## src/verilog/rx_fifo_pkg.sv

```systemverilog
// shared constants and types for the receive fifo control slice
package rx_fifo_pkg;
   localparam int unsigned DEPTH      = 4;
   localparam int unsigned CNT_W      = 3;
   localparam int unsigned ADDR_W     = 8;
   // register byte offsets
   localparam logic [7:0] OFF_CTRL     = 8'h00;
   localparam logic [7:0] OFF_STATUS   = 8'h04;
   localparam logic [7:0] OFF_DATA     = 8'h08;
   localparam logic [7:0] OFF_INT_STAT = 8'h0C;
   localparam logic [7:0] OFF_INT_MASK = 8'h10;
   // control field positions
   localparam int unsigned CTRL_TH_LSB = 0;
   localparam int unsigned CTRL_IEN    = 2;
   localparam int unsigned CTRL_FLUSH  = 3;
   // status field positions
   localparam int unsigned STAT_CNT_LSB = 0;
   localparam int unsigned STAT_FLAG    = 3;
   // interrupt event bit positions
   localparam int unsigned EV_REQ   = 0;
   localparam int unsigned EV_OVR   = 1;
   localparam int unsigned EV_FLUSH = 2;
   localparam int unsigned EV_W     = 3;
   // reset values
   localparam logic [1:0]      RST_THRESH = 2'h0;
   localparam logic            RST_IEN    = 1'b0;
   localparam logic [EV_W-1:0] RST_MASK   = 3'h0;
   // flush lasts one system clock cycle
   localparam int unsigned FLUSH_CYCLES = 1;

   typedef struct packed {
      logic              psel;
      logic              penable;
      logic              pwrite;
      logic [ADDR_W-1:0] paddr;
      logic [31:0]       pwdata;
   } apb_req_type;

   typedef struct packed {
      logic [7:0] data;
      logic       push;
   } rx_in_type;
endpackage

```

## src/verilog/rx_fifo_request_flush_ctrl.sv

```systemverilog
// receive fifo with request threshold, interrupt enable and flush
`timescale 1ns/1ns
// Contract
// - with the enable set, the serial port interrupt is high whenever the request flag is set.
// - with the enable clear, the request flag never raises the serial port interrupt.
// - writing one to the flush control resets the fifo counters and drops stored bytes.
// - the flush control returns to zero by itself after one system clock cycle.
// - the request flag is set when the stored byte count exceeds the 2-bit threshold.
module rx_fifo_request_flush_ctrl (
   input  wire logic                     pclk,        // system clock
   input  wire logic                     presetn,     // async reset, low
   input  wire rx_fifo_pkg::apb_req_type apb_req,     // apb request
   output logic [31:0]                   prdata,      // apb read data
   output logic                          pready,      // apb ready
   output logic                          pslverr,     // apb error
   input  wire rx_fifo_pkg::rx_in_type   rx_in,       // received byte
   output logic [2:0]                    rx_count,    // stored bytes
   output logic                          rx_request_flag, // request
   output logic                          serial_irq,  // port interrupt
   output logic                          irq          // status interrupt
);
   localparam int unsigned DEPTH = rx_fifo_pkg::DEPTH;

   logic [1:0]                       thresh_r, thresh_nxt;
   logic                             ien_r, ien_nxt;
   logic                             flush_r, flush_nxt;
   logic [rx_fifo_pkg::EV_W-1:0]     stat_r, stat_nxt;
   logic [rx_fifo_pkg::EV_W-1:0]     mask_r, mask_nxt;
   logic [7:0]                       mem_r [DEPTH];
   logic [7:0]                       mem_nxt [DEPTH];
   logic [1:0]                       wptr_r, wptr_nxt;
   logic [1:0]                       rptr_r, rptr_nxt;
   logic [2:0]                       cnt_r, cnt_nxt;
   logic                             flag_r, flag_nxt;
   logic [31:0]                      prdata_r, prdata_nxt;
   logic                             setup, access, wr, rd, mapped;
   logic                             push, pop, ovr;
   logic [rx_fifo_pkg::EV_W-1:0]     ev;

   function automatic logic hit(input logic [7:0] a, input logic [7:0] off);
      hit = (a == off);
   endfunction

   assign setup  = apb_req.psel & ~apb_req.penable;
   assign access = apb_req.psel & apb_req.penable;
   assign wr     = access & apb_req.pwrite;
   assign rd     = access & ~apb_req.pwrite;
   assign mapped = hit(apb_req.paddr, rx_fifo_pkg::OFF_CTRL)
                 | hit(apb_req.paddr, rx_fifo_pkg::OFF_STATUS)
                 | hit(apb_req.paddr, rx_fifo_pkg::OFF_DATA)
                 | hit(apb_req.paddr, rx_fifo_pkg::OFF_INT_STAT)
                 | hit(apb_req.paddr, rx_fifo_pkg::OFF_INT_MASK);
   assign pready  = 1'b1;
   assign pslverr = access & ~mapped;
   assign prdata  = prdata_r;

   // fifo traffic; nothing moves during the flush cycle
   assign pop  = rd & hit(apb_req.paddr, rx_fifo_pkg::OFF_DATA)
               & (cnt_r != 3'h0) & ~flush_r;
   assign push = rx_in.push & ~flush_r
               & ((cnt_r != 3'(DEPTH)) | pop);
   assign ovr  = rx_in.push & ~flush_r & (cnt_r == 3'(DEPTH)) & ~pop;

   // control group: threshold, enable, mask and the flush strobe
   always_comb begin
      thresh_nxt = thresh_r;
      ien_nxt    = ien_r;
      mask_nxt   = mask_r;
      flush_nxt  = 1'b0;
      if (wr && hit(apb_req.paddr, rx_fifo_pkg::OFF_CTRL)) begin
         thresh_nxt = apb_req.pwdata[rx_fifo_pkg::CTRL_TH_LSB +: 2];
         ien_nxt    = apb_req.pwdata[rx_fifo_pkg::CTRL_IEN];
         flush_nxt  = apb_req.pwdata[rx_fifo_pkg::CTRL_FLUSH];
      end
      if (wr && hit(apb_req.paddr, rx_fifo_pkg::OFF_INT_MASK)) begin
         mask_nxt = apb_req.pwdata[rx_fifo_pkg::EV_W-1:0];
      end
   end

   // fifo group: storage, pointers, count and request flag
   always_comb begin
      wptr_nxt   = wptr_r;
      rptr_nxt   = rptr_r;
      mem_nxt    = mem_r;
      if (push) begin
         mem_nxt[wptr_r] = rx_in.data;
         wptr_nxt        = wptr_r + 2'h1;
      end
      if (pop) begin
         rptr_nxt = rptr_r + 2'h1;
      end
      cnt_nxt = 3'(cnt_r + {2'h0, push} - {2'h0, pop});
      if (flush_r) begin
         wptr_nxt = 2'h0;
         rptr_nxt = 2'h0;
         cnt_nxt  = 3'h0;
      end
      flag_nxt = cnt_nxt > {1'b0, thresh_nxt};
   end

   always_comb begin
      ev                         = '0;
      ev[rx_fifo_pkg::EV_REQ]    = flag_nxt & ~flag_r;
      ev[rx_fifo_pkg::EV_OVR]    = ovr;
      ev[rx_fifo_pkg::EV_FLUSH]  = flush_r;
      stat_nxt = stat_r;
      if (wr && hit(apb_req.paddr, rx_fifo_pkg::OFF_INT_STAT)) begin
         stat_nxt = stat_r & ~apb_req.pwdata[rx_fifo_pkg::EV_W-1:0];
      end
      // a new event wins over a clear
      stat_nxt = stat_nxt | ev;
   end

   always_comb begin
      prdata_nxt = prdata_r;
      if (setup) begin
         prdata_nxt = 32'h0000_0000;
         case (apb_req.paddr)
            rx_fifo_pkg::OFF_CTRL: begin
               prdata_nxt[rx_fifo_pkg::CTRL_TH_LSB +: 2] = thresh_r;
               prdata_nxt[rx_fifo_pkg::CTRL_IEN]         = ien_r;
               prdata_nxt[rx_fifo_pkg::CTRL_FLUSH]       = flush_r;
            end
            rx_fifo_pkg::OFF_STATUS: begin
               prdata_nxt[rx_fifo_pkg::STAT_CNT_LSB +: 3] = cnt_r;
               prdata_nxt[rx_fifo_pkg::STAT_FLAG]         = flag_r;
            end
            rx_fifo_pkg::OFF_DATA: begin
               if (cnt_r != 3'h0) begin
                  prdata_nxt[7:0] = mem_r[rptr_r];
               end
            end
            rx_fifo_pkg::OFF_INT_STAT: begin
               prdata_nxt[rx_fifo_pkg::EV_W-1:0] = stat_r;
            end
            rx_fifo_pkg::OFF_INT_MASK: begin
               prdata_nxt[rx_fifo_pkg::EV_W-1:0] = mask_r;
            end
            default: begin
               prdata_nxt = 32'h0000_0000;
            end
         endcase
      end
   end

   // control group registers
   always_ff @(posedge pclk or negedge presetn) begin
      if (!presetn) begin
         thresh_r <= rx_fifo_pkg::RST_THRESH;
         ien_r    <= rx_fifo_pkg::RST_IEN;
         flush_r  <= 1'b0;
         mask_r   <= rx_fifo_pkg::RST_MASK;
      end else begin
         thresh_r <= thresh_nxt;
         ien_r    <= ien_nxt;
         flush_r  <= flush_nxt;
         mask_r   <= mask_nxt;
      end
   end

   // fifo group registers
   always_ff @(posedge pclk or negedge presetn) begin
      if (!presetn) begin
         wptr_r   <= 2'h0;
         rptr_r   <= 2'h0;
         cnt_r    <= 3'h0;
         flag_r   <= 1'b0;
         for (int i = 0; i < DEPTH; i++) begin
            mem_r[i] <= 8'h00;
         end
      end else begin
         wptr_r   <= wptr_nxt;
         rptr_r   <= rptr_nxt;
         cnt_r    <= cnt_nxt;
         flag_r   <= flag_nxt;
         mem_r    <= mem_nxt;
      end
   end

   // sticky event status
   always_ff @(posedge pclk or negedge presetn) begin
      if (!presetn) begin
         stat_r   <= '0;
      end else begin
         stat_r   <= stat_nxt;
      end
   end

   // read data, loaded in the setup cycle
   always_ff @(posedge pclk or negedge presetn) begin
      if (!presetn) begin
         prdata_r <= 32'h0000_0000;
      end else begin
         prdata_r <= prdata_nxt;
      end
   end

   assign rx_count        = cnt_r;
   assign rx_request_flag = flag_r;
   assign serial_irq      = ien_r & flag_r;
   assign irq             = |(stat_r & mask_r);
endmodule

```

## config.mk

```make
export PLATFORM = sky130hd
export DESIGN_NAME = rx_fifo_request_flush_ctrl
export DESIGN_NICKNAME = d
export VERILOG_FILES = /design/src/verilog/rx_fifo_pkg.sv /design/src/verilog/rx_fifo_request_flush_ctrl.sv
export SDC_FILE = /design/constraint.sdc
export NUM_CORES = 1
export LEC_CHECK = 0
export BUFFER_PORTS_ARGS = -buffer_cell sky130_fd_sc_hd__buf_2
export CAP_MARGIN = 5
export CORE_UTILIZATION = 57
export CTS_BUF_LIST = sky130_fd_sc_hd__clkbuf_8
export CTS_CLUSTER_SIZE = 24
export DETAILED_ROUTE_END_ITERATION = 12
export PLACE_DENSITY = 0.87
export SYNTH_ARGS = -nofsm -noshare
export SYNTH_HDL_FRONTEND = slang
export SYNTH_SLANG_ARGS = --single-unit
```

## constraint.sdc

```tcl
create_clock -name pclk -period 4.3 [get_ports pclk]
set_input_delay 0.43 -clock pclk [delete_from_list [all_inputs] [get_ports pclk]]
set_output_delay 0.43 -clock pclk [all_outputs]
set_load 0.005 [all_outputs]
```

==> reports/qor.csv, run 1 <==
stage,metric,value,unit
placement,port_buffers,40,
drt,dr.pass1.iters,4,
layout,antennaDiodeCount,0,
timing,rsz0062_at_grt,false,
grt,antenna_found_initial,0,
layout,fin_cells,378,
timing,slew_violations,0,
layout,multi_input_area,1475,sq um
run_status,outcome,"finished, final reports clean",
logic_synthesis,seq_area_frac_synth,0.4691,
timing,slew_headroom,0.4953,
die,fp.dieH,75.68,microns
die,io_pins,94,
placement,dp.final_hpwl,4210,microns
logic_synthesis,yosysTopAreaCell,dfrtp_1,
layout,fin_nets,366,
pwr,power.leakage,1.611,nW
logic_synthesis,yosysWarnings,0,
placement,place_inst,362,
layout,fillerInstances,375,
logic_synthesis,ys_types,43,
timing,hold_ws,225.5,ps
drt,drtIter0Drc,165,
logic_synthesis,netlist_instances,260,
drt,via_per_inst,5.519,
timing,final_hold_viol_count,0,
cts,cts_tree,built,
logic_synthesis,ys_top_cells_by_count,"dfrtp_1 (58), mux2_2 (36), buf_4 (25), nand2_1 (20), o21ai_0 (11)",
critical_path,worstPathMaxFanout,7,
timing,finClkSkew,10.90,ps
cts,post_cts_resized,0,
cts,clock_latency,340,ps
grt,grt_pass1_vias,1936,
layout,drive_above_1_share,0.3669,
die,initial_utilization,0.5982,
pwr,p_total,1.895,mW
die,die_x,75.68,microns
drt,dr_total_vias,2086,
worst_hold_path,hold_path.class,input pin to asynchronous set/reset pin,
cts,clk_path_buf_depth,2,
cts,postCtsHoldBufs,0,
critical_path,critPathRequiredTime,4530,ps
grt,grt_pass1_wl,9273,microns
cts,cts_buffers,9,
cts,cts-root-buf,clkbuf_8,
drt,postRouteAntennaNets,0,
timing,worst_pin_slew,750.2,ps
cts,htree_levels,3,
logic_synthesis,synthFlopType,dfrtp_1,
critical_path,cp_data_arrival_time,3740,ps
timing,fmax,285.0,MHz
timing,min_period,3509,ps
grt,grt_usage,0.2287,
logic_synthesis,synth_top_area_share,0.4691,
logic_synthesis,synth_area_leaders,"dfrtp_1 (47%), mux2_2 (13%), buf_4 (6.1%)",
cts,clkTransAtPathRegs,70,ps
grt,grt_max_degree,59,
cts,cts_setup_buffers,0,
grt,grt.overflow.total,0,
pwr,p_per_area,550.6,nW/um^2
run,drv_cap,0,
logic_synthesis,synth.most_common_cell,dfrtp_1,
die,num_rows,26,
pwr,irDropWorstVdd,0.0002845,V
layout,syn_to_final_growth,11.24,%
logic_synthesis,synth_area,3094,sq um
logic_synthesis,synth_seq_cells,58,
drt,wl,5929,microns
layout,post-route-util,0.6655,
timing,setup_viol,0,
drt,route.detailed.drc,0,
logic_synthesis,synth_edf_count,0,
critical_path,startpoint_type,input pin,
cts,cts.sinks,58,
placement,place_congestion,0.8194,
logic_synthesis,postSynthAreaPerCell,11.90,sq um
logic_synthesis,async_flop_share,1.000,
die,die_area,5727,sq um
timing,min_period_over_period,0.8161,
timing,timing.setup.tns,0,ps
critical_path,crit_type,input pin to flop,
layout,ff_latch_area,1451,sq um
drt,post_drt_wl_per_cell,15.69,microns
die,core,5172,sq um
critical_path,crit_path_end_kind,flop,
==> logic make-up after synthesis <==
family / Yosys count / share of synthesized area
AND/OR/NAND/NOR: 64 / 0.1169
AO/OA/AOI/OAI: 29 / 0.06267
other: 2 / 0.002427
buffers and inverters: 42 / 0.08209
XOR/XNOR: 2 / 0.005662
flip-flops: 58 / 0.4691
multiplexers: 54 / 0.2224
adder cells (fa/ha/maj): 9 / 0.03882
==> worst max-delay path: stages <==
cell and delay [ps]:
buf_2 150, or4_1 700, nor2_1 220, nand2_1 80, nor3_1 170, ha_1 260, inv_1 50, ha_1 130
inv_1 40, fa_1 470, nor2_1 50, ha_1 310, nor2b_1 130, o21ai_0 130, o21ai_0 150, a22o_1 270
==> final cells by class <==
type                    instances  area share
multi-input cells             183      0.4286
flip-flops and latches         58      0.4217
repair buffers                 42     0.06252
clock buffers                  10     0.03999
well taps                      70     0.02545
clock inverters                 6     0.01200
inverters                       9    0.009815
==> metrics by stage <==
| step | setup slack [ps] | cell area [sq um] |
|---|---|---|
| floorplan | 595.6 | 3181 |
| global placement | 548.2 | 3263 |
| detailed placement | 494.8 | 3263 |
| CTS | 834.6 | 3442 |
| global route | 638.7 | 3442 |
| finish | 790.9 | 3442 |
==> sequential cells by signal, summed over array words and instances, names as in the netlist <==
signal           cells
rptr_r               2
rx_count             3
ien_r                1
rx_request_flag      1
thresh_r             2
stat_r               3
wptr_r               2
flush_r              1
mem_r               32
mask_r               3
prdata               8
==> path summary, 6_finish.rpt <==
kind | from | to | slack (ps) | cells after the start
worst max-delay path | apb_req[36] | stat_r[0]$_DFF_PN0_ | 790 | 16
worst max register to register | rx_count[1]$_DFF_PN0_ | stat_r[0]$_DFF_PN0_ | 940 | 15
worst min-delay path | presetn | prdata[4]$_DFFE_PN0P_ | 230 | 2
worst min register to register | prdata[0]$_DFFE_PN0P_ | prdata[0]$_DFFE_PN0P_ | 480 | 2
max in group asynchronous | presetn | rx_count[0]$_DFF_PN0_ | 3590 | 2
min in group pclk | apb_req[3] | flush_r$_DFF_PN0_ | 310 | 3
==> cell usage in the layout (no fill, tap or decap), types with 4 or more instances in the layout <==
cell | Yosys | final
o21ai_0 | 11 | 11
inv_1 | 9 | 9
nand3_2 | 4 | 4
mux4_2 | 8 | 8
a21oi_1 | 4 | 4
conb_1 | 2 | 25
buf_2 | 2 | 40
nand2b_1 | 5 | 5
mux2_2 | 36 | 36
ha_1 | 8 | 8
or2_2 | 4 | 4
nor2_1 | 8 | 8
mux2i_1 | 8 | 8
clkbuf_8 | 0 | 10
nand2_1 | 20 | 20
dfrtp_1 | 58 | 58
==> routing by layer <==
layer / vias to the layer above / routed length [microns] / GRT usage
met4: 0 / 89 / 0.1091
met5: - / 0 / 0
met2: 84 / 2907 / 0.3591
li1: 964 / - / -
met3: 9 / 300 / 0.05820
met1: 1029 / 2633 / 0.2991
==> report_power, final <==
| part | leakage, nW | internal (mW) | switching [mW] |
|---|---|---|---|
| sequential | 0.719 | 0.738 | 0.123 |
| clock | 0.0847 | 0.224 | 0.228 |
| combinational | 0.807 | 0.323 | 0.259 |
| total | 1.61 | 1.28 | 0.610 |
No activity file was read; power rests on OpenSTA's default activity.
==> run 2: changes to the inputs <==
--- a/config.mk
+++ b/config.mk
@@ -7,11 +7,11 @@
 export LEC_CHECK = 0
 export BUFFER_PORTS_ARGS = -buffer_cell sky130_fd_sc_hd__buf_2
 export CAP_MARGIN = 5
-export CORE_UTILIZATION = 57
+export CORE_UTILIZATION = 48
 export CTS_BUF_LIST = sky130_fd_sc_hd__clkbuf_8
 export CTS_CLUSTER_SIZE = 24
 export DETAILED_ROUTE_END_ITERATION = 12
-export PLACE_DENSITY = 0.87
+export PLACE_DENSITY = 0.78
 export SYNTH_ARGS = -nofsm -noshare
 export SYNTH_HDL_FRONTEND = slang
 export SYNTH_SLANG_ARGS = --single-unit
==> constraint.sdc (replaced) <==
create_clock -name pclk -period 2.9 [get_ports pclk]
set_input_delay 0.29 -clock pclk [delete_from_list [all_inputs] [get_ports pclk]]
set_output_delay 0.29 -clock pclk [all_outputs]
set_load 0.005 [all_outputs]
==> run 2 against run 1 <==
The flow now finishes with violations (negative setup slack); non-clock buffer count up 22; via count up 3.1%; count of clock-buffer cells in the layout up 1; register-to-register slack worse by 930 ps; worst hold slack worse by 78 ps; sequential cell count unchanged; cell area up 7.9%; clock skew up 1.2 ps; critical endpoint unchanged; largest power group unchanged; highest routed layer unchanged.
==> reports/qor.csv, run 2 (synthesized netlist as in run 1, its figures left out) <==
stage,metric,value,unit
run_status,outcome,finished with violations,
run_status,failed_checks,negative setup slack,
grt,grt_pass1_wl,10190,microns
worst_hold_path,hp-start,apb_req[3],
pwr,p_total,3.158,mW
timing,min_period,2954,ps
timing,finalWorstSetupSlack,-53.60,ps
critical_path,ff2ff_setup_slack,10,ps
critical_path,reg2reg_depth,15,
placement,port_buffers,40,
critical_path,startpoint_type,input pin,
timing,timing.setup.tns,-53.60,ps
layout,fillerInstances,482,
critical_path,worstPathMaxFanout,3,
grt,grt_pass1_vias,2122,
timing,final_hold_viol_count,0,
timing,slew_violations,0,
timing,setup_viol,1,
critical_path,reg2reg_from,rx_count[0]$_DFF_PN0_,
worst_hold_path,hold_depth,3,
timing,min_period_over_period,1.018,
cts,clkTransAtPathRegs,70,ps
layout,regMostFlops,mem_r,
timing,hold_ws,147.8,ps
layout,largest_register_ffs,32,
cts,clock_latency,350,ps
cts,clk_path_buf_depth,2,
grt,grt_max_degree,40,
pwr,switching_share,0.2954,
pwr,power.leakage,1.768,nW
critical_path,crit_path_end_kind,flop,
drt,postRouteAntennaNets,0,
placement,place_ws,-489.0,ps
critical_path,critPathRequiredTime,3140,ps
drt,via_per_inst,5.309,
cts,cts-root-buf,clkbuf_8,
drt,dr.pass1.iters,6,
timing,fmax,338.6,MHz
die,num_rows,28,
layout,layout.cells.most_common,dfrtp_1,
grt,grt_usage,0.2128,
critical_path,r2r_end,stat_r[0]$_DFF_PN0_,
critical_path,crit_type,input pin to flop,
drt,route.detailed.drc,0,
die,die_x,82.29,microns
drt,wl,6285,microns
grt,antenna_found_initial,0,
pwr,switchingPower,932.9,uW
grt,grt.overflow.total,0,
pwr,irDropWorstVdd,0.0005584,V
layout,fin_nets,388,
placement,place_congestion,0.8059,
cts,cts_tree,built,
timing,finClkSkew,12.06,ps
drt,post_drt_wl_per_cell,15.52,microns
pwr,p_per_area,850.8,nW/um^2
layout,syn_to_final_growth,19.98,%
timing,slew_headroom,0.5935,
worst_hold_path,hold_path.class,input pin to flop,
pwr,power_frac_seq,0.402,
pwr,p_int,2.225,mW
cts,htree_levels,3,
timing,rsz0062_at_grt,true,
timing,worst_pin_slew,604.7,ps
layout,drive_above_1_share,0.4333,
die,core,6061,sq um
pwr,p_clk_frac,0.270,
cts,cts.sinks,58,
layout,antennaDiodeCount,0,
critical_path,cp_data_arrival_time,3190,ps
die,io_pins,94,
worst_hold_path,min_to,flush_r$_DFF_PN0_,
cts,cts_buffers,9,
drt,drtIter0Drc,142,
layout,final_cell_mix,"dfrtp_1 (58), buf_2 (39), mux2_2 (36), conb_1 (25), buf_4 (23)",
die,initial_utilization,0.5105,
die,fp.dieH,82.29,microns
run,drv_cap,0,
placement,dp.final_hpwl,4515,microns
die,die_area,6772,sq um
pwr,combPwrFrac,0.328,
drt,dr_total_vias,2150,
==> run 2: cell types whose count changed in the layout (fill, tap and decap cells not counted), sizes merged <==
cell and delta:
dlygate4sd3 +1, bufinv +2, clkbuf +1, clkinvlp -3
buf +21
==> run 2: worst max-delay path: stages <==
cell     delay, ps
buf_6           90
or4_4          570
o31ai_4        250
nand2_1         80
ha_1           270
inv_1           60
ha_2           160
inv_2           40
fa_1           510
nor2_2          50
ha_1           290
nor2b_4        130
o21ai_1        100
o21ai_1         90
a22o_1         210
==> run 2: routing by layer <==
| layer | global-route usage | part of all wire | vias to the layer above |
|---|---|---|---|
| li1 | - | - | 998 |
| met1 | 0.2577 | 0.43 | 1067 |
| met2 | 0.3512 | 0.50 | 73 |
| met3 | 0.05824 | 0.051 | 12 |
| met4 | 0.1000 | 0.022 | 0 |
| met5 | 0 | 0 | - |
==> run 2: worst max-delay path by stage <==
stage / from / end / slack (ps) / cells past startpoint
after floorplan: apb_req[36] / stat_r[0]$_DFF_PN0_ / -430 / 16
after global placement: apb_req[39] / stat_r[0]$_DFF_PN0_ / -390 / 15
after detailed placement: apb_req[39] / stat_r[0]$_DFF_PN0_ / -490 / 15
after CTS: apb_req[36] / stat_r[0]$_DFF_PN0_ / -40 / 15
after global routing: apb_req[39] / stat_r[0]$_DFF_PN0_ / -170 / 16
final: apb_req[37] / stat_r[0]$_DFF_PN0_ / -50 / 15
==> run 2: cell type report <==
class	count	area (sq um)	share of cell area
inverter	9	33.78	0.009100
tap	75	93.84	0.02528
multi-input combinational	183	1515	0.4082
sequential	58	1451	0.3910
timing repair buffer	64	389.1	0.1048
clock inverter	5	77.57	0.02090
clock buffer	11	151.4	0.04078
==> run 2: timing repair <==
item | in CTS | in global routing
setup endpoints to repair | 1 | 2
pin swaps | 6 | 1
setup buffers | 2 | 1
gates resized for setup | 4 | 7
endpoints found under the hold margin | 19 | 0
hold buffers | 1 | 0
==> run 2: stage by stage <==
stage                       util  instances  cell area (sq um)
after floorplan                -        283               3203
after global placement    0.5628        385               3411
after detailed placement  0.5628        385               3411
after CTS                 0.6069        404               3679
after global routing      0.6125        405               3712
final                     0.6125        405               3712
==> run 2: power by group through the flow <==
stage / sequential, mW / combinational (mW) / clock, mW
floorplan: 1.23 / 0.689 / 0
detailed placement: 1.27 / 0.954 / 0
CTS: 1.26 / 1.00 / 0.865
global route: 1.31 / 1.14 / 0.897
global placement: 1.25 / 0.916 / 0
finish: 1.27 / 1.04 / 0.852
==> run 3: changes to the inputs <==
--- a/config.mk
+++ b/config.mk
@@ -7,11 +7,12 @@
 export LEC_CHECK = 0
 export BUFFER_PORTS_ARGS = -buffer_cell sky130_fd_sc_hd__buf_2
 export CAP_MARGIN = 5
-export CORE_UTILIZATION = 48
-export CTS_BUF_LIST = sky130_fd_sc_hd__clkbuf_8
+export CORE_MARGIN = 2
+export CORE_UTILIZATION = 47
 export CTS_CLUSTER_SIZE = 24
 export DETAILED_ROUTE_END_ITERATION = 12
-export PLACE_DENSITY = 0.78
+export PLACE_DENSITY = 0.77
+export SLEW_MARGIN = 15
 export SYNTH_ARGS = -nofsm -noshare
 export SYNTH_HDL_FRONTEND = slang
 export SYNTH_SLANG_ARGS = --single-unit
==> run 3 against run 2 <==
The run still ends with negative setup slack left; maximum frequency down 0.57%; critical path depth unchanged; sequential power barely moved; worst setup slack got worse by 17 ps; count of clock-buffer cells in the layout is 2 lower; global-route usage decreased by 2.1 points; sequential share of layout area shrank 0.17 points; sequential cell count is the same; combinational power fell by 4%.
==> reports/qor.csv, run 3 (synthesized netlist as in run 1, its figures left out) <==
stage,metric,value,unit
worst_hold_path,hp-start,apb_req[3],
grt,grt_pass1_vias,2252,
placement,dp.final_hpwl,4679,microns
timing,min_period_over_period,1.024,
cts,cts.sinks,58,
run_status,failed_checks,negative setup slack,
cts,cts-root-buf,clkbuf_8,
grt,grt_pass1_wl,10720,microns
critical_path,startpoint_type,input pin,
placement,place_area,3421,sq um
timing,worst_pin_slew,589.1,ps
run,drv_cap,0,
layout,antennaDiodeCount,0,
cts,cts_tree,built,
layout,regMostFlops,mem_r,
critical_path,crit_start,apb_req[38],
layout,post-route-util,0.5872,
die,core,6350,sq um
timing,finalWorstSetupSlack,-70.62,ps
cts,clock_latency,330,ps
grt,grt_max_degree,44,
grt,antenna_found_initial,0,
timing,final_hold_viol_count,0,
critical_path,worstPathMaxFanout,4,
timing,slew_headroom,0.6073,
critical_path,reg2reg_from,rx_count[0]$_DFF_PN0_,
worst_hold_path,hold_path.class,input pin to flop,
die,initial_utilization,0.4873,
timing,fmax,336.6,MHz
die,die_x,85.14,microns
run_status,outcome,finished with violations,
grt,grt_usage,0.1920,
timing,rsz0062_at_grt,true,
drt,wl,6337,microns
timing,hold_ws,165.7,ps
pwr,switchingPower,938.0,uW
critical_path,crit_path_end_kind,flop,
pwr,power_frac_seq,0.398,
drt,post_drt_wl_per_cell,15.57,microns
die,num_rows,29,
layout,fin_area,3729,sq um
drt,drtIter0Drc,182,
grt,grt.overflow.total,0,
critical_path,critPathRequiredTime,3130,ps
drt,postRouteAntennaNets,0,
pwr,switching_share,0.2950,
timing,slew_violations,0,
pwr,power.leakage,1.767,nW
pwr,p_clk_frac,0.289,
drt,route.detailed.drc,0,
die,die_area,7249,sq um
layout,syn_to_final_growth,20.50,%
placement,place_inst,388,
timing,timing.setup.tns,-70.62,ps
layout,layout.cells.most_common,dfrtp_1,
drt,via_per_inst,5.268,
layout,fin_nets,388,
timing,setup_viol,1,
placement,place_ws,-498.1,ps
critical_path,crit_type,input pin to flop,
pwr,combPwrFrac,0.313,
die,io_pins,94,
drt,dr.pass1.iters,4,
critical_path,cp_data_arrival_time,3200,ps
cts,clkTransAtPathRegs,70,ps
pwr,p_total,3.180,mW
drt,dr_total_vias,2144,
pwr,irDropWorstVdd,0.0003783,V
die,fp.dieH,85.14,microns
pwr,p_per_area,852.8,nW/um^2
timing,finClkSkew,10.65,ps
layout,fin_cells,407,
placement,port_buffers,40,
cts,clk_path_buf_depth,2,
cts,cts_buffers,9,
layout,largest_register_ffs,32,
layout,drive_above_1_share,0.4303,
timing,min_period,2971,ps
placement,place_congestion,0.8600,
cts,htree_levels,3,
pwr,p_int,2.242,mW
layout,final_cell_mix,"dfrtp_1 (58), buf_2 (38), mux2_2 (36), conb_1 (25), buf_4 (23)",
==> run 3: area by class of cell <==
type,count,area (sq um)
fillers,501,2621
multi-input cells,183,1503
flip-flops and latches,58,1451
repair buffers,64,395.4
clock inverters,7,125.1
clock buffers,9,123.9
well taps,77,96.34
inverters,9,33.78
==> run 3: critical path: stages <==
cell	delay [ps]
buf_6	90
or4bb_4	580
o31ai_4	260
nand2_1	90
ha_1	280
inv_1	60
ha_2	160
inv_2	30
fa_1	490
nor2_2	50
ha_1	270
nor2b_1	130
o21ai_1	110
o21ai_1	80
a22o_1	210
==> run 3: timing repair <==
action	4_1_cts	5_1_grt
resized for setup	5	4
pin swaps	1	5
buffers inserted	1	1
endpoints found under the setup margin	1	2
hold buffers	1	0
endpoints found under the hold margin	15	0
gates cloned	0	0
==> run 3: power by group through the flow <==
| stage | clock network [mW] | registers, mW | logic, mW |
|---|---|---|---|
| after floorplan | 0 | 1.23 | 0.689 |
| after global placement | 0 | 1.25 | 0.911 |
| after detailed placement | 0 | 1.28 | 0.953 |
| after CTS | 0.938 | 1.26 | 0.981 |
| after global routing | 0.982 | 1.30 | 1.09 |
| final | 0.919 | 1.27 | 0.994 |
==> run 3: worst paths after layout <==
check                      slack, ps                    end  cells after the start
setup / recovery                 -70    stat_r[0]$_DFF_PN0_                     15
hold / removal                   170      flush_r$_DFF_PN0_                      3
setup reg to reg                 -20    stat_r[0]$_DFF_PN0_                     15
hold reg to reg                  480  prdata[0]$_DFFE_PN0P_                      2
max in group asynchronous       1640  mem_r[31]$_DFFE_PN0P_                      3
min in group asynchronous        400    stat_r[0]$_DFF_PN0_                      2
==> run 3: routing by layer <==
layer | track usage | share of wire
met1 | 0.2421 | 0.42
met2 | 0.3146 | 0.50
met3 | 0.04669 | 0.055
met4 | 0.08514 | 0.024
met5 | 0 | 0
